## config.mk

```make
export PLATFORM = sky130hd
export DESIGN_NAME = soft_starter_modbus_params
export DESIGN_NICKNAME = d
export VERILOG_FILES = /design/src/ss_params_pkg.sv /design/src/soft_starter_modbus_params.sv
export VERILOG_INCLUDE_DIRS = /design/src
export SDC_FILE = /design/constraint.sdc
export NUM_CORES = 1
export LEC_CHECK = 0
export BUFFER_PORTS_ARGS = -buffer_cell sky130_fd_sc_hd__clkbuf_2
export CORE_UTILIZATION = 33
export DETAILED_ROUTE_END_ITERATION = 8
export GPL_TIMING_DRIVEN = 0
export PLACE_DENSITY = 0.64
export REMOVE_ABC_BUFFERS = 1
export SYNTH_ARGS = -nofsm -noshare
export SYNTH_HDL_FRONTEND = slang
export SYNTH_SLANG_ARGS = --single-unit
```

## constraint.sdc

```tcl
create_clock -name ref_clk -period 6.4 [get_ports ref_clk]
set_clock_uncertainty 0.1 [all_clocks]
set_input_delay 1.28 -clock ref_clk [delete_from_list [all_inputs] [get_ports ref_clk]]
set_output_delay 1.28 -clock ref_clk [all_outputs]
set_load 0.005 [all_outputs]
```

## src/ss_params_defines.svh

```systemverilog
// offsets, reset values, limits and answer codes of the parameter bank
`ifndef SS_PARAMS_DEFINES_SVH
`define SS_PARAMS_DEFINES_SVH
// parameter numbers
`define PN_STATION    16'h3e80
`define PN_RATE       16'h3ec0
`define PN_PARITY     16'h3f00
`define PN_RUN        16'h4600
`define PN_HOLD       16'h4740
`define PN_CLEAR      16'h47c0
`define PN_TRIP       16'h49c0
`define PN_PRESET     16'h4b00
`define PN_TORQUE     16'h4d80
`define PN_FIN_CUR    16'h4dc0
`define PN_FIN_SPD    16'h4e00
// reset values
`define RST_STATION   16'h0001
`define RST_RATE      16'h0001
`define RST_PARITY    16'h0001
`define RST_PRESET    16'h0000
`define RST_BIT       1'h0
// value limits
`define VAL_ZERO      16'h0000
`define STATION_MIN   16'h0001
`define STATION_MAX   16'h0020
`define RATE_MAX      16'h0004
`define PARITY_MAX    16'h0002
`define BIT_MAX       16'h0001
`define PARITY_NONE   16'h0000
`define PARITY_EVEN   16'h0001
`define PARITY_ODD    16'h0002
// exception codes
`define EXC_NONE      8'h00
`define EXC_ADDR      8'h02
`define EXC_VALUE     8'h03
`endif

```

## src/ss_params_pkg.sv

```systemverilog
// types shared by the parameter bank and its users
package ss_params_pkg;
    typedef struct packed {
        logic        write;
        logic [7:0]  station;
        logic [15:0] param;
        logic [15:0] wdata;
    } req_s;

    typedef struct packed {
        logic        err;
        logic [7:0]  code;
        logic [15:0] rdata;
    } rsp_s;

    typedef enum logic {
        CLR_IDLE  = 1'b0,
        CLR_ARMED = 1'b1
    } clr_state_e;
endpackage

```

## src/soft_starter_modbus_params.sv

```systemverilog
// serial parameter bank of the soft starter: link settings, commands, options
`timescale 1ns/1ps
`include "ss_params_defines.svh"

module soft_starter_modbus_params (
    input  wire logic                 ref_clk,
    input  wire logic                 reset_n,
    input  wire logic                 req_valid,
    input  wire ss_params_pkg::req_s  req,
    output logic                      rsp_valid,
    output ss_params_pkg::rsp_s       rsp,
    input  wire logic                 remote_trip_enable,
    input  wire logic                 ramp_active,
    input  wire logic                 start_time_done,
    input  wire logic                 current_below_limit,
    input  wire logic                 at_full_speed,
    output logic [15:0]               station_number,
    output logic [15:0]               bit_rate_code,
    output logic                      parity_enable,
    output logic                      parity_odd,
    output logic                      two_stop_bits,
    output logic                      motor_run,
    output logic                      ramp_freeze,
    output logic                      ramp_complete,
    output logic                      fault_reset,
    output logic                      tripped,
    output logic [15:0]               preset_code,
    output logic                      preset_load,
    output logic                      auto_torque,
    output logic                      finish_on_current,
    output logic                      finish_on_speed
);

    // ------------------------------------------------------------
    // value checks
    // ------------------------------------------------------------
    function automatic logic fits(input logic [15:0] v, input logic [15:0] lo,
                                  input logic [15:0] hi);
        fits = (v >= lo) && (v <= hi);
    endfunction

    // ------------------------------------------------------------
    // request decode
    // ------------------------------------------------------------
    logic [15:0] station_ff, rate_ff, parity_ff, preset_ff;
    logic        run_ff, hold_ff, clr_cmd_ff, trip_cmd_ff;
    logic        torque_ff, fin_cur_ff, fin_spd_ff;
    logic [15:0] d;
    logic        hit, sel_station, sel_rate, sel_parity, sel_run, sel_hold, sel_clr;
    logic        sel_trip, sel_preset, sel_torque, sel_cur, sel_spd, known, val_ok, wr_ok;

    // only our own station is served; others get silence
    assign d           = req.wdata;
    assign hit         = req_valid && ({8'h00, req.station} == station_ff);
    assign sel_station = req.param == `PN_STATION;
    assign sel_rate    = req.param == `PN_RATE;
    assign sel_parity  = req.param == `PN_PARITY;
    assign sel_run     = req.param == `PN_RUN;
    assign sel_hold    = req.param == `PN_HOLD;
    assign sel_clr     = req.param == `PN_CLEAR;
    assign sel_trip    = req.param == `PN_TRIP;
    assign sel_preset  = req.param == `PN_PRESET;
    assign sel_torque  = req.param == `PN_TORQUE;
    assign sel_cur     = req.param == `PN_FIN_CUR;
    assign sel_spd     = req.param == `PN_FIN_SPD;
    assign known = sel_station | sel_rate | sel_parity | sel_run | sel_hold | sel_clr |
                   sel_trip | sel_preset | sel_torque | sel_cur | sel_spd;

    // range of each field; bad values are refused and the old value kept
    assign val_ok = sel_station ? fits(d, `STATION_MIN, `STATION_MAX) :
                    sel_rate    ? fits(d, `VAL_ZERO, `RATE_MAX) :
                    sel_parity  ? fits(d, `VAL_ZERO, `PARITY_MAX) :
                    sel_preset  ? 1'b1 :
                    fits(d, `VAL_ZERO, `BIT_MAX);
    assign wr_ok = hit && req.write && known && val_ok;

    // ------------------------------------------------------------
    // next values of the fields
    // ------------------------------------------------------------
    logic [15:0] nxt_station, nxt_rate, nxt_parity, nxt_preset;
    logic        nxt_run, nxt_hold, nxt_clr_cmd, nxt_trip_cmd, nxt_torque, nxt_fin_cur;
    logic        nxt_fin_spd;

    // fields hold until a valid write replaces them
    assign nxt_station  = (wr_ok && sel_station) ? d : station_ff;
    assign nxt_rate     = (wr_ok && sel_rate) ? d : rate_ff;
    assign nxt_parity   = (wr_ok && sel_parity) ? d : parity_ff;
    assign nxt_preset   = (wr_ok && sel_preset) ? d : preset_ff;
    assign nxt_run      = (wr_ok && sel_run) ? d[0] : run_ff;
    assign nxt_hold     = (wr_ok && sel_hold) ? d[0] : hold_ff;
    assign nxt_clr_cmd  = (wr_ok && sel_clr) ? d[0] : clr_cmd_ff;
    assign nxt_trip_cmd = (wr_ok && sel_trip) ? d[0] : trip_cmd_ff;
    assign nxt_torque   = (wr_ok && sel_torque) ? d[0] : torque_ff;
    assign nxt_fin_cur  = (wr_ok && sel_cur) ? d[0] : fin_cur_ff;
    assign nxt_fin_spd  = (wr_ok && sel_spd) ? d[0] : fin_spd_ff;

    // field storage
    always_ff @(posedge ref_clk or negedge reset_n) begin
        if (!reset_n) begin
            station_ff  <= `RST_STATION;
            rate_ff     <= `RST_RATE;
            parity_ff   <= `RST_PARITY;
            preset_ff   <= `RST_PRESET;
            run_ff      <= `RST_BIT;
            hold_ff     <= `RST_BIT;
            clr_cmd_ff  <= `RST_BIT;
            trip_cmd_ff <= `RST_BIT;
            torque_ff   <= `RST_BIT;
            fin_cur_ff  <= `RST_BIT;
            fin_spd_ff  <= `RST_BIT;
        end else begin
            station_ff  <= nxt_station;
            rate_ff     <= nxt_rate;
            parity_ff   <= nxt_parity;
            preset_ff   <= nxt_preset;
            run_ff      <= nxt_run;
            hold_ff     <= nxt_hold;
            clr_cmd_ff  <= nxt_clr_cmd;
            trip_cmd_ff <= nxt_trip_cmd;
            torque_ff   <= nxt_torque;
            fin_cur_ff  <= nxt_fin_cur;
            fin_spd_ff  <= nxt_fin_spd;
        end
    end

    // ------------------------------------------------------------
    // answer path
    // ------------------------------------------------------------
    logic [15:0]         rd_mux;
    ss_params_pkg::rsp_s nxt_rsp, rsp_ff;
    logic                rsp_valid_ff;

    // readback shows stored state; one-bit fields zero extended
    assign rd_mux = sel_station ? station_ff :
                    sel_rate    ? rate_ff :
                    sel_parity  ? parity_ff :
                    sel_preset  ? preset_ff :
                    sel_run     ? {15'h0000, run_ff} :
                    sel_hold    ? {15'h0000, hold_ff} :
                    sel_clr     ? {15'h0000, clr_cmd_ff} :
                    sel_trip    ? {15'h0000, trip_cmd_ff} :
                    sel_torque  ? {15'h0000, torque_ff} :
                    sel_cur     ? {15'h0000, fin_cur_ff} :
                    sel_spd     ? {15'h0000, fin_spd_ff} : `VAL_ZERO;
    assign nxt_rsp.err   = !known || (req.write && !val_ok);
    assign nxt_rsp.code  = !known ? `EXC_ADDR :
                           (req.write && !val_ok) ? `EXC_VALUE : `EXC_NONE;
    assign nxt_rsp.rdata = (req.write || !known) ? `VAL_ZERO : rd_mux;

    // answer one cycle after the request, held until the next one
    always_ff @(posedge ref_clk or negedge reset_n) begin
        if (!reset_n) begin
            rsp_valid_ff <= 1'b0;
            rsp_ff       <= '0;
        end else begin
            rsp_valid_ff <= hit;
            rsp_ff       <= hit ? nxt_rsp : rsp_ff;
        end
    end

    // ------------------------------------------------------------
    // commands and derived controls
    // ------------------------------------------------------------
    ss_params_pkg::clr_state_e clr_state_ff, nxt_clr_state;
    logic nxt_fault_reset, fault_reset_ff, nxt_tripped, tripped_ff, preset_load_ff;
    logic early_end, nxt_complete, complete_ff, par_en_ff, par_odd_ff, two_stop_ff;

    // reset fires on the falling half of a high-then-low pulse
    assign nxt_clr_state   = clr_cmd_ff ? ss_params_pkg::CLR_ARMED : ss_params_pkg::CLR_IDLE;
    assign nxt_fault_reset = (clr_state_ff == ss_params_pkg::CLR_ARMED) &&
                             !clr_cmd_ff;
    // trip set wins over a reset in the same cycle; the run command plays no part
    assign nxt_tripped = (remote_trip_enable && trip_cmd_ff) ||
                         (tripped_ff && !fault_reset_ff);
    // hold blocks every way of finishing, current below limit included
    assign early_end    = (fin_cur_ff && current_below_limit) ||
                          (fin_spd_ff && at_full_speed);
    assign nxt_complete = ramp_active && !hold_ff &&
                          (start_time_done || early_end);

    always_ff @(posedge ref_clk or negedge reset_n) begin
        if (!reset_n) begin
            clr_state_ff   <= ss_params_pkg::CLR_IDLE;
            fault_reset_ff <= 1'b0;
            tripped_ff     <= 1'b0;
            preset_load_ff <= 1'b0;
            complete_ff    <= 1'b0;
            par_en_ff      <= (`RST_PARITY != `PARITY_NONE);
            par_odd_ff     <= (`RST_PARITY == `PARITY_ODD);
            two_stop_ff    <= (`RST_PARITY == `PARITY_NONE);
        end else begin
            clr_state_ff   <= nxt_clr_state;
            fault_reset_ff <= nxt_fault_reset;
            tripped_ff     <= nxt_tripped;
            preset_load_ff <= wr_ok && sel_preset;
            complete_ff    <= nxt_complete;
            par_en_ff      <= nxt_parity != `PARITY_NONE;
            par_odd_ff     <= nxt_parity == `PARITY_ODD;
            two_stop_ff    <= nxt_parity == `PARITY_NONE;
        end
    end

    // ------------------------------------------------------------
    // outputs
    // ------------------------------------------------------------
    assign rsp_valid         = rsp_valid_ff;
    assign rsp               = rsp_ff;
    assign station_number    = station_ff;
    assign bit_rate_code     = rate_ff;
    assign parity_enable     = par_en_ff;
    assign parity_odd        = par_odd_ff;
    assign two_stop_bits     = two_stop_ff;
    assign motor_run         = run_ff;
    assign ramp_freeze       = hold_ff;
    assign ramp_complete     = complete_ff;
    assign fault_reset       = fault_reset_ff;
    assign tripped           = tripped_ff;
    assign preset_code       = preset_ff;
    assign preset_load       = preset_load_ff;
    assign auto_torque       = torque_ff;
    assign finish_on_current = fin_cur_ff;
    assign finish_on_speed   = fin_spd_ff;

    // ------------------------------------------------------------
    // checks
    // ------------------------------------------------------------
    // even code taken from the field itself, so the parity check does not trust its own outputs
    logic parity_code_ok;
    assign parity_code_ok = parity_ff == `PARITY_EVEN;
endmodule

```

Word level (Yosys, flattened, before mapping):

Index checks and enable logic that the tools add are counted.
W data, S select, Z words.

* reductions and logical operators: 39
* $lt $le $gt $ge: 6
* muxes and demuxes: 20
* bitwise logic cells: 10
* eq/ne operators: 13

Operators by type and width (number)
* $eq A16 B15 Y1 const B: 8
* $mux W16: 6
* $eq A16 B14 Y1 const B: 3
* $ge A16 B1 Y1 const B: 2
* $logic_and A1 B1 Y1: 27
* $eq A16 B2 Y1 const B: 1
* $eq A8 B16 Y1: 1
* $le A16 B1 Y1 const B: 1
* $le A16 B2 Y1 const B: 1
* $le A16 B3 Y1 const B: 1
* $le A16 B6 Y1 const B: 1
* $logic_not A16 Y1: 1
* $reduce_bool A16 Y1: 1
* $mux W1: 12
* $or A1 B1 Y1: 10
* $logic_not A1 Y1: 5
* $logic_or A1 B1 Y1: 5
* $mux W2: 2

* logic and storage cells: 111
* register bits after elaboration: 105

Longest topological paths before layout:

Gate-level depths: netlist of run 1.

* depth after elaboration: 16
* mapped depth: 8
* mapped depth without buffers: 6

Worst setup path before layout of run 1:

OpenSTA, ideal clock, no wires.

* kind: input to register
* start: in req[23] (netlist name)
* end: reg clr_cmd_ff
* slack: 2.927 ns
* data required time: 6.175 ns
* cell stages on the path: 8
* arrival time: 3.248 ns
* path buffers: 2
* path through: buf_2 nor4_1 nand2_1 o311ai_2 nand2_2 buf_6 a2111oi_1 mux2_2

* cells in the longest elaborated chain, start to end: 14
* elaborated cells between the ends (all ways): 28
* those cells by class: 11 x eq/ne; 4 x mux; 10 x bitwise; 3 x reduce/logical

Ends and longest elaborated chain
* from (decl): line soft_starter_modbus_params.sv:9 `input wire ss_params_pkg::req_s req,`
* $eq A16 B14 Y1 (no source line)
* $or A1 B1 Y1 (6 in a row): line soft_starter_modbus_params.sv:66 `assign known = sel_station | sel_rate | sel_parity | sel_run | sel_hold | sel_clr |`
* $or A1 B1 Y1 (4 in a row): line soft_starter_modbus_params.sv:67 `sel_trip | sel_preset | sel_torque | sel_cur | sel_spd;`
* $logic_and A1 B1 Y1 (2 in a row): line soft_starter_modbus_params.sv:75 `assign wr_ok = hit && req.write && known && val_ok;`
* $logic_and A1 B1 Y1 *: line soft_starter_modbus_params.sv:91 `assign nxt_clr_cmd = (wr_ok && sel_clr) ? d[0] : clr_cmd_ff;`
* to (signal assigned): line soft_starter_modbus_params.sv:106 `` clr_cmd_ff <= `RST_BIT; ``
* to (signal assigned): line soft_starter_modbus_params.sv:118 `clr_cmd_ff <= nxt_clr_cmd;`
* to (decl): line soft_starter_modbus_params.sv:46 `logic run_ff, hold_ff, clr_cmd_ff, trip_cmd_ff;`

Every way passes the cells marked *; elsewhere a longest branch is shown, timed or not.
A chain may end at the register's enable or synchronous reset.

Worst setup path after layout of run 1:

* start: in req[17] (netlist name)
* end: reg parity_ff[1]

* cells in the longest elaborated chain, start to end: 15
* elaborated cells between the ends (all ways): 29
* those cells by class: 11 x eq/ne; 5 x mux; 10 x bitwise; 3 x reduce/logical

Ends and longest elaborated chain
* $eq A16 B14 Y1 (no source line)
* $or A1 B1 Y1 (6 in a row): line soft_starter_modbus_params.sv:66
* $or A1 B1 Y1 (4 in a row): line soft_starter_modbus_params.sv:67
* $logic_and A1 B1 Y1 (2 in a row): line soft_starter_modbus_params.sv:75
* $logic_and A1 B1 Y1 *: line soft_starter_modbus_params.sv:87 `assign nxt_parity = (wr_ok && sel_parity) ? d : parity_ff;`
* $mux W16 *: line soft_starter_modbus_params.sv:87
* named net nxt_parity[1]: line soft_starter_modbus_params.sv:80 `logic [15:0] nxt_station, nxt_rate, nxt_parity, nxt_preset;`
* to (signal assigned): line soft_starter_modbus_params.sv:102 `` parity_ff <= `RST_PARITY; ``
* to (signal assigned): line soft_starter_modbus_params.sv:114 `parity_ff <= nxt_parity;`
* to (decl): line soft_starter_modbus_params.sv:45 `logic [15:0] station_ff, rate_ff, parity_ff, preset_ff;`

The timed path passes the listed nets; every way through them passes the cells marked *.

==> results.toml, run 1 <==
[status]
status = "finished clean"

[floorplan]
dieArea_mm2 = 0.0152
die_w_um = 123
coreArea_mm2 = 0.0141
die_y_um = 123
num_io_pins = 135
std_cell_rows = 43
initial_core_util = 0.344

[grt]
grt_pass1_wl_um = 21900
grt_antenna_before_repair = 0
grtUsageTotal = 0.194
overflow = 0
grt_pass1_vias = 3806
grt_max_degree = 56

[power_and_ir_drop]
internal-power_uw = 920
clockPowerShare = 0.430
switching_share = 0.243
p_leak_nw = 2.87
p_seq_frac = 0.511
comb_power_share = 0.060
ir_worst_vdd_mv = 0.119
switching_power_uw = 295
powerDensity_mw_per_mm2 = 206

[route]
drt_iter0_markers = 367
vias = 3917
drtPass1Iterations = 7
wl_um = 14100
route.detailed.drc = 0
antenna_left = 0
post_drt_via_cell_ratio = 5.43
avgRoutedWirePerCell_um = 19.6

[yosys]
synthArstFlopShare = 1.00
syn_avg_cell_area_um2 = 11.5
syn_inst = 423
ys_types = 64
yosysSeqAreaShare = 0.507
synth-seq-cells = 98
netlist_area_mm2 = 0.00485
synth_edf_count = 0
yosysWarnings = 0
synth_ff_type = "dfrtp_1"

[critical_path]
endpoint_kind = "register"
critPathLaunchType = "input port"
cp.arrival_ns = 4.22
crit_required_ns = 6.53
critPathKind = "in -> reg"
path_max_fanout = 18

[timing]
layout_setup_ws_ns = 2.32
layout_min_cycle_time_ns = 4.08
fmax_mhz = 245
maxSlewViolCount = 0
worstMarginPinSlew_ns = 1.02
tns_ns = 0
grt_setup_unrepaired = "false"
setup_viol = 0
finalHoldViolCount = 0
period_share = 0.638
relSlewSlack = 0.317

[final_layout]
nNetsFinal = 586
n_antenna_cell = 0
fillers = 1383
drive_gt1_frac = 0.397
area_growth_pct = 21.7

[worst_hold_path]
worstHoldPathType = "reg -> reg"

[clocking]
cts_buffers = 9
cts.sinks = 98
clkTransAtPathRegs_ns = 0.07
cts_hold_buf = 0
cts_tree = "built"
cts_resized = 0
root_buffer = "clkbuf_16"
clockBufferDepth = 2
h-tree-depth = 3
worstSkewPairLatency_ns = 0.35
post-cts-setup-buffers = 0

[placed_design]
place_ws_ns = 1.93
port_buffers = 128
place_congestion = 0.837
place_hpwl_um = 10500

[run]
cap_viol_max_count = 0
cells in the mapped netlist, types with 3 or more instances:
master,n,share of area
buf_2,4,0.0041
xnor2_1,8,0.014
nor2b_1,30,0.039
nor3b_1,3,0.0046
nor4_1,11,0.014
and3b_1,3,0.0054
dfstp_2,4,0.022
a21o_1,16,0.025
inv_1,9,0.0070
dfrtp_1,94,0.49
clkbuf_1,17,0.013
nor2_1,9,0.0070
buf_6,4,0.0093
or4_1,3,0.0046
a21oi_1,17,0.018
a222oi_1,15,0.031
nor3_1,10,0.010
nor4_2,3,0.0077
nand2_2,3,0.0039
nand3_1,8,0.0083
o21ai_0,4,0.0041
nand2_1,28,0.022
a211oi_1,6,0.0093
buf_4,7,0.011
nand4_1,10,0.013
nand2b_1,5,0.0064
mux2_2,36,0.084
or3_1,4,0.0052
flip-flops by register name (all words and copies together), names as in the netlist, 16 cells and up:
signal          count
bit_rate_code      16
preset_code        16
rsp                18
parity_ff          16
station_number     16
layout make-up:
cell class                      instances  area, um^2  share of cell area
Clock buffer                           11         243              0.0411
Clock inverter                          5        36.3             0.00615
Inverter                               11        41.3             0.00699
Multi-Input combinational cell        285        2200               0.373
Sequential cell                        98        2460               0.416
Tap cell                              180         225              0.0381
Timing Repair Buffer                  132         697               0.118
stage by stage:
stage	utilization	power, mW	instance area (um^2)	cells	hold WS, ns
floorplan	-	0.654	4680	394	0.291
global placement	0.393	0.702	5550	702	0.313
detailed placement	0.399	0.706	5630	706	0.326
CTS	0.419	1.22	5900	722	0.341
global route	0.419	1.26	5900	722	0.359
finish	0.419	1.22	5900	722	0.333
power by group through the flow:
stage                     clock network, mW  logic [mW]  registers (mW)
after detailed placement                  0      0.0733           0.632
after CTS                             0.529      0.0735           0.620
after global placement                    0      0.0694           0.632
after floorplan                           0      0.0214           0.633
final                                 0.522      0.0728           0.620
after global routing                  0.558      0.0811           0.620
cell usage in the layout (no fill, tap or decap), drive strengths merged, types with 3 or more instances in the layout:
| cell type | n |
|---|---|
| nor2 | 9 |
| or3 | 4 |
| nand3 | 8 |
| nor4 | 16 |
| nor2b | 30 |
| a21o | 16 |
| mux2 | 36 |
| o21ai | 5 |
| clkbuf | 139 |
| nand2 | 31 |
| dfrtp | 94 |
| a211oi | 9 |
| nor4b | 3 |
| conb | 6 |
| nand4 | 11 |
| clkinv | 3 |
| inv | 13 |
| a21oi | 17 |
| nand2b | 5 |
| a2111oi | 5 |
| or4 | 3 |
| dfstp | 4 |
| a222oi | 15 |
| xnor2 | 8 |
| nor3 | 11 |
| buf | 4 |
| and3b | 3 |
| nor3b | 3 |
critical path, stage by stage:
cell and delay, ns:
clkbuf_2 0.11, nor4_4 0.42, nand4_4 0.28, nor4_4 0.90, inv_2 0.11, a211oi_4 0.69, mux2_2 0.42
layer usage:
layer  track usage  share of wire
met1         0.261           0.45
met2         0.311           0.48
met3        0.0535          0.070
met4        0.0429         0.0080
met5             0              0
cells by family (layout without fill, tap and decap cells):
kind of cell | Yosys count | after routing | share of synthesized area
buffers and inverters | 45 | 159 | 0.0475
other | 1 | 6 | 0.000773
XOR/XNOR | 9 | 9 | 0.0163
AND/OR/NAND/NOR | 149 | 149 | 0.195
AO/OA/AOI/OAI | 84 | 84 | 0.148
flip-flops | 98 | 98 | 0.507
multiplexers | 37 | 37 | 0.0857
path summary, 6_finish.rpt:
kind	from	end	slack, ns	cells after the start
worst max register to register	station_number[8]	preset_code[13]	2.88	6
max in group asynchronous	reset_n	parity_ff[0]	4.48	2
worst min-delay path	station_number[15]	station_number[15]	0.33	0
worst max-delay path	req[17]	parity_ff[1]	2.32	7
worst min register to register	station_number[15]	station_number[15]	0.33	0
min in group asynchronous	reset_n	auto_torque	0.94	1
Note: power is estimated with default switching activity, not from simulation.
==> inputs of run 2 (changes only) <==
--- a/config.mk
+++ b/config.mk
@@ -6,11 +6,12 @@
 export SDC_FILE = /design/constraint.sdc
 export NUM_CORES = 1
 export LEC_CHECK = 0
+export ABC_AREA = 1
 export BUFFER_PORTS_ARGS = -buffer_cell sky130_fd_sc_hd__clkbuf_2
 export CORE_UTILIZATION = 33
 export DETAILED_ROUTE_END_ITERATION = 8
 export GPL_TIMING_DRIVEN = 0
-export PLACE_DENSITY = 0.64
+export PLACE_DENSITY = 0.65
 export REMOVE_ABC_BUFFERS = 1
 export SYNTH_ARGS = -nofsm -noshare
 export SYNTH_HDL_FRONTEND = slang
==> constraint.sdc (replaced) <==
create_clock -name ref_clk -period 3.4 [get_ports ref_clk]
set_clock_uncertainty 0.1 [all_clocks]
set_input_delay 0.68 -clock ref_clk [delete_from_list [all_inputs] [get_ports ref_clk]]
set_output_delay 0.68 -clock ref_clk [all_outputs]
set_load 0.005 [all_outputs]
==> run 2 against run 1 <==
The flow now finishes with violations (design-rule violations). Sequential share of layout area fell by 1.2 points. Synthesized cell count rose by 51%. Setup slack worse by 1.9 ns. Core utilization shrank 0.53 points. Sequential power is 89% higher. First-iteration DRC count increased by 3.0%. Die area increased by 3.4%. Largest cell class unchanged.
==> results.toml, run 2 <==
[status]
status = "finished, violations left"
violations = "design-rule violations"

[run]
cap_viol_max_count = 0

[placed_design]
detailed_place.area_mm2 = 0.00576
port_buffers = 128
place_hpwl_um = 10400
place_ws_ns = -0.561
place_congestion = 0.930
dp_cells = 925

[route]
avgRoutedWirePerCell_um = 14.7
wl_um = 13900
drt_iter0_markers = 378
route.detailed.drc = 8
post_drt_via_cell_ratio = 4.79
drtPass1Iterations = 8
antenna_left = 0
vias = 4510

[floorplan]
die_w_um = 125
die_y_um = 125
std_cell_rows = 44
dieArea_mm2 = 0.0157
num_io_pins = 135
coreArea_mm2 = 0.0147
initial_core_util = 0.341

[yosys]
synth_edf_count = 0
synthArstFlopShare = 1.00
synth_common_cells = "nand2_1 (165), dfrtp_1 (94), inv_1 (94)"
yosysWarnings = 0
synth_top_area_frac = 0.469
netlist_area_mm2 = 0.00502
synth-seq-cells = 98
yosysSeqAreaShare = 0.490
yosysMostFrequentCell = "nand2_1"
yosysTopAreaCell = "dfrtp_1"
ys_types = 45
yosys-top-cells-area = "dfrtp_1 (47%), nand2_1 (12%), inv_1 (7.0%), nor2_1 (5.6%), o21ai_0 (3.6%)"
syn_inst = 640
syn_avg_cell_area_um2 = 7.84
synth_ff_type = "dfrtp_1"

[grt]
grt_max_degree = 53
grt_antenna_before_repair = 0
grtUsageTotal = 0.175
grt_pass1_vias = 4073
grt_pass1_wl_um = 21400
overflow = 0

[power_and_ir_drop]
p_seq_frac = 0.504
switching_share = 0.231
finalPower_mw = 2.32
comb_power_share = 0.049
switching_power_uw = 535
internal-power_mw = 1.78
clockPowerShare = 0.448
ir_worst_vdd_mv = 0.225
p_leak_nw = 3.40
powerDensity_mw_per_mm2 = 381

[critical_path]
rrSetupSlack_ns = 0.69
critPathKind = "in -> reg"
endpoint_kind = "register"
crit_required_ns = 3.49
rr_startpoint = "station_number[10]"
cp.arrival_ns = 3.13
critPathLaunchType = "input port"
reg2reg_depth = 10
r2r-end = "preset_code[10]"
path_max_fanout = 20

[final_layout]
layout.cells.non_filler = 942
final_cell_mix = "nand2_1 (165), clkbuf_2 (127), dfrtp_1 (94)"
fillers = 1460
nNetsFinal = 802
drive_gt1_frac = 0.241
seq_area_mm2 = 0.00246
final_common_cell = "nand2_1"
final_area_mm2 = 0.00608
area_growth_pct = 21.1
largest_reg_flops = 18
postLayoutCoreUtil = 0.414
n_antenna_cell = 0
multiInputGateArea_mm2 = 0.00205

[clocking]
root_buffer = "clkbuf_16"
clockBufferDepth = 2
h-tree-depth = 3
post-cts-setup-buffers = 0
worstSkewPairLatency_ns = 0.34
cts_hold_buf = 0
cts_tree = "built"
cts_buffers = 9
cts.sinks = 98
clkTransAtPathRegs_ns = 0.07

[timing]
grt_setup_unrepaired = "false"
finalHoldViolCount = 0
tns_ns = 0
fmax_mhz = 330
relSlewSlack = 0.522
period_share = 0.892
worstMarginPinSlew_ns = 0.715
maxSlewViolCount = 0
layout_min_cycle_time_ns = 3.03
setup_viol = 0
layout_setup_ws_ns = 0.366
holdWs_ns = 0.285

[worst_hold_path]
worstHoldPathType = "in -> async"
==> run 2: cell types whose count changed after synthesis, moves of 30 or more <==
cell,change
nor2_1,+66
inv_1,+85
o21ai_0,+32
nor2b_1,-30
nand2_1,+137
mux2_2,-34
==> run 2: worst max-delay path, stage by stage <==
cell and delay (ns):
clkbuf_2 0.08, nor2_2 0.14, nand2_2 0.11, nor2_2 0.19, nand2_1 0.14, clkinvlp_4 0.30
nand3_1 0.12, nand2_1 0.11, nand2_2 0.09, nand2_4 0.13, nand2_1 0.22, nor2_2 0.65
o21ai_1 0.15
==> run 2: cell families (layout without fill, tap and decap cells) <==
logic type                Yosys count  after routing  synth area share
AOI/OAI and AO/OA                 102            102             0.131
xor gates and xnor gates            4              4           0.00698
buffers and inverters             131            243             0.108
DFF                                98             98             0.490
muxes                               3              3           0.00648
other                               1              6          0.000747
and+or+nand+nor                   301            302             0.257
==> run 2: worst max-delay path by stage <==
stage	start	end	slack, ns	depth (start not counted)
5_1_grt	req[17]	parity_odd	0.15	16
3_5_place_dp	req[19]	preset_code[14]	-0.56	13
4_1_cts	req[19]	preset_code[14]	0.13	13
2_1_floorplan	req[19]	preset_code[14]	0.22	12
3_3_place_gp	req[19]	preset_code[14]	-0.56	13
6_report	req[19]	preset_code[10]	0.37	13
==> run 2: routing by layer <==
metal	up-vias	part of all wire	track usage
met5	-	0	0
met4	0	0.0097	0.0588
met3	9	0.059	0.0308
met2	125	0.46	0.266
met1	2117	0.47	0.251
li1	2259	-	-
==> run 2: power groups by stage <==
| stage | combinational [mW] | sequential [mW] | clock, mW |
|---|---|---|---|
| 2_1_floorplan | 0.0355 | 1.19 | 0 |
| 3_3_place_gp | 0.109 | 1.19 | 0 |
| 3_5_place_dp | 0.114 | 1.19 | 0 |
| 4_1_cts | 0.114 | 1.17 | 1.06 |
| 5_1_grt | 0.129 | 1.17 | 1.12 |
| 6_report | 0.113 | 1.17 | 1.04 |
==> run 2: final cells by class <==
class                      instances  area share
timing repair buffer             129       0.110
tap                              184      0.0379
inverter                          98      0.0611
clock buffer                       9      0.0370
clock inverter                     7      0.0126
sequential                        98       0.404
multi-input combinational        417       0.337
==> run 2: what timing repair did <==
item,4_1_cts,5_1_grt
pin swaps,0,1
cloned,0,1
gates resized for setup,1,1
endpoints found under the setup margin,8,3
==> inputs of run 3 (changes only) <==
--- a/config.mk
+++ b/config.mk
@@ -6,12 +6,11 @@
 export SDC_FILE = /design/constraint.sdc
 export NUM_CORES = 1
 export LEC_CHECK = 0
-export ABC_AREA = 1
 export BUFFER_PORTS_ARGS = -buffer_cell sky130_fd_sc_hd__clkbuf_2
 export CORE_UTILIZATION = 33
 export DETAILED_ROUTE_END_ITERATION = 8
 export GPL_TIMING_DRIVEN = 0
-export PLACE_DENSITY = 0.65
+export PLACE_DENSITY = 0.66
 export REMOVE_ABC_BUFFERS = 1
 export SYNTH_ARGS = -nofsm -noshare
 export SYNTH_HDL_FRONTEND = slang
==> run 3 against run 2 <==
The flow now finishes without violations. Sequential power hardly changed. Core utilization is 0.94 points higher. Wire length is 2.3% higher. Final area is 1.9% lower. Total power is 0.81% higher. Critical path depth is 7 lower. Die area is 3.3% lower. Register-to-register slack worse by 0.41 ns. Combinational power is 21% higher. Setup slack worse by 0.089 ns. Critical endpoint is now station_number[1].
==> results.toml, run 3 (same netlist as run 1, synthesis figures left out) <==
[power_and_ir_drop]
powerDensity_mw_per_mm2 = 392
ir_worst_vdd_mv = 0.226
p_leak_nw = 2.90
finalPower_mw = 2.34

[final_layout]
nNetsFinal = 589
drive_gt1_frac = 0.399
final_common_cell = "clkbuf_2"
area_growth_pct = 23.0
final_cell_mix = "clkbuf_2 (127), dfrtp_1 (94), mux2_2 (36)"
seq_area_mm2 = 0.00246
largest_reg_flops = 18
fillers = 1356
n_antenna_cell = 0
multiInputGateArea_mm2 = 0.00221

[timing]
layout_min_cycle_time_ns = 3.12
grt_setup_unrepaired = "false"
worstMarginPinSlew_ns = 1.00
fmax_mhz = 320
maxSlewViolCount = 0
relSlewSlack = 0.329
finalHoldViolCount = 0
period_share = 0.918
tns_ns = 0
setup_viol = 0

[clocking]
cts.sinks = 98
h-tree-depth = 3
cts_buffers = 9
clockBufferDepth = 2
clkTransAtPathRegs_ns = 0.07
root_buffer = "clkbuf_16"
worstSkewPairLatency_ns = 0.36
cts_tree = "built"

[critical_path]
crit_path_top_delay_cell = "or4b_1"
max_stage_delay_ns = 0.93
path_delay_family = "simple AND/OR/NAND/NOR gates"
critPathMostFrequentCell = "nand4_1"
crit_buf_inv = 0
path_max_fanout = 20
critPathLaunchType = "register"
endpoint_kind = "register"
critPathKind = "reg -> reg"
cp.arrival_ns = 3.27
crit_required_ns = 3.54
path_cells = "nor3b_1, nand4_1, or4b_1, nor2_1, nand4_1, mux2_2"

[route]
wl_um = 14200
post_drt_via_cell_ratio = 5.48
drt_iter0_markers = 286
avgRoutedWirePerCell_um = 19.6
antenna_left = 0
vias = 3968
route.detailed.drc = 0
drtPass1Iterations = 5

[floorplan]
die_y_um = 123
std_cell_rows = 43
dieArea_mm2 = 0.0152
num_io_pins = 135
coreArea_mm2 = 0.0141
initial_core_util = 0.344
die_w_um = 123

[grt]
grt_antenna_before_repair = 0
grt_pass1_vias = 3766
overflow = 0
grtUsageTotal = 0.191
grt_pass1_wl_um = 21400
grt_max_degree = 65

[placed_design]
place_congestion = 0.839
place_hpwl_um = 10500
port_buffers = 128

[worst_hold_path]
worstHoldPathType = "in -> async"

[run]
cap_viol_max_count = 0

[status]
status = "finished clean"
## run 3: cell types whose count changed in the layout (fill, tap and decap cells not counted), sizes merged, moves of 8 or more
cell	before	now
a21o	0	16
nor2	87	9
nor2b	0	30
a211oi	0	9
xnor2	0	8
inv	99	13
a222oi	0	15
mux2	2	36
nor4	2	16
nand2	173	31
o31ai	14	0
a221oi	15	1
nand3	24	8
o21ai	46	5
## run 3: stage by stage
stage                     setup slack [ns]  instance area [um^2]  std cells   util  hold slack, ns
after detailed placement            -0.733                  5620        705  0.399           0.321
after CTS                           0.0130                  5940        721  0.421           0.231
after global placement               -1.04                  5550        702  0.393           0.310
after floorplan                    0.00982                  4680        394      -           0.284
final                                0.277                  5960        724  0.423           0.220
after global routing                0.0658                  5960        724  0.423           0.254
## run 3: what timing repair did
item,4_1_cts,5_1_grt
gates resized for setup,1,0
endpoints found under the setup margin,16,7
setup buffers,1,3
pin swaps,1,3
hold buffers,0,0
## run 3: cell type report
class / instances / area share
multi-input cells: 285 / 0.371
flip-flops and latches: 98 / 0.412
clock buffers: 10 / 0.0384
inverters: 11 / 0.00692
well taps: 180 / 0.0378
repair buffers: 135 / 0.123
clock inverters: 5 / 0.0107
## run 3: power breakdown
part           switching [mW]  internal, mW
logic                  0.0917        0.0448
clock network           0.457         0.573
registers             0.00103          1.17
## run 3: final timing paths
check / endpoint / slack (ns) / cells past startpoint / start
min reg2reg: station_number[13] / 0.34 / 0 / station_number[13]
max reg2reg: station_number[1] / 0.28 / 6 / station_number[12]
max: station_number[1] / 0.28 / 6 / station_number[12]
min in group ref_clk: station_number[13] / 0.34 / 0 / station_number[13]
max in group asynchronous: bit_rate_code[6] / 2.27 / 2 / reset_n
min: auto_torque / 0.22 / 1 / reset_n
## run 3: routing by layer
layer	share of wire	wire (um)	up-vias	track usage
li1	-	-	1804	-
met1	0.44	6260	2008	0.256
met2	0.48	6760	139	0.302
met3	0.067	944	17	0.0480
met4	0.015	214	0	0.0625
met5	0	0	-	0
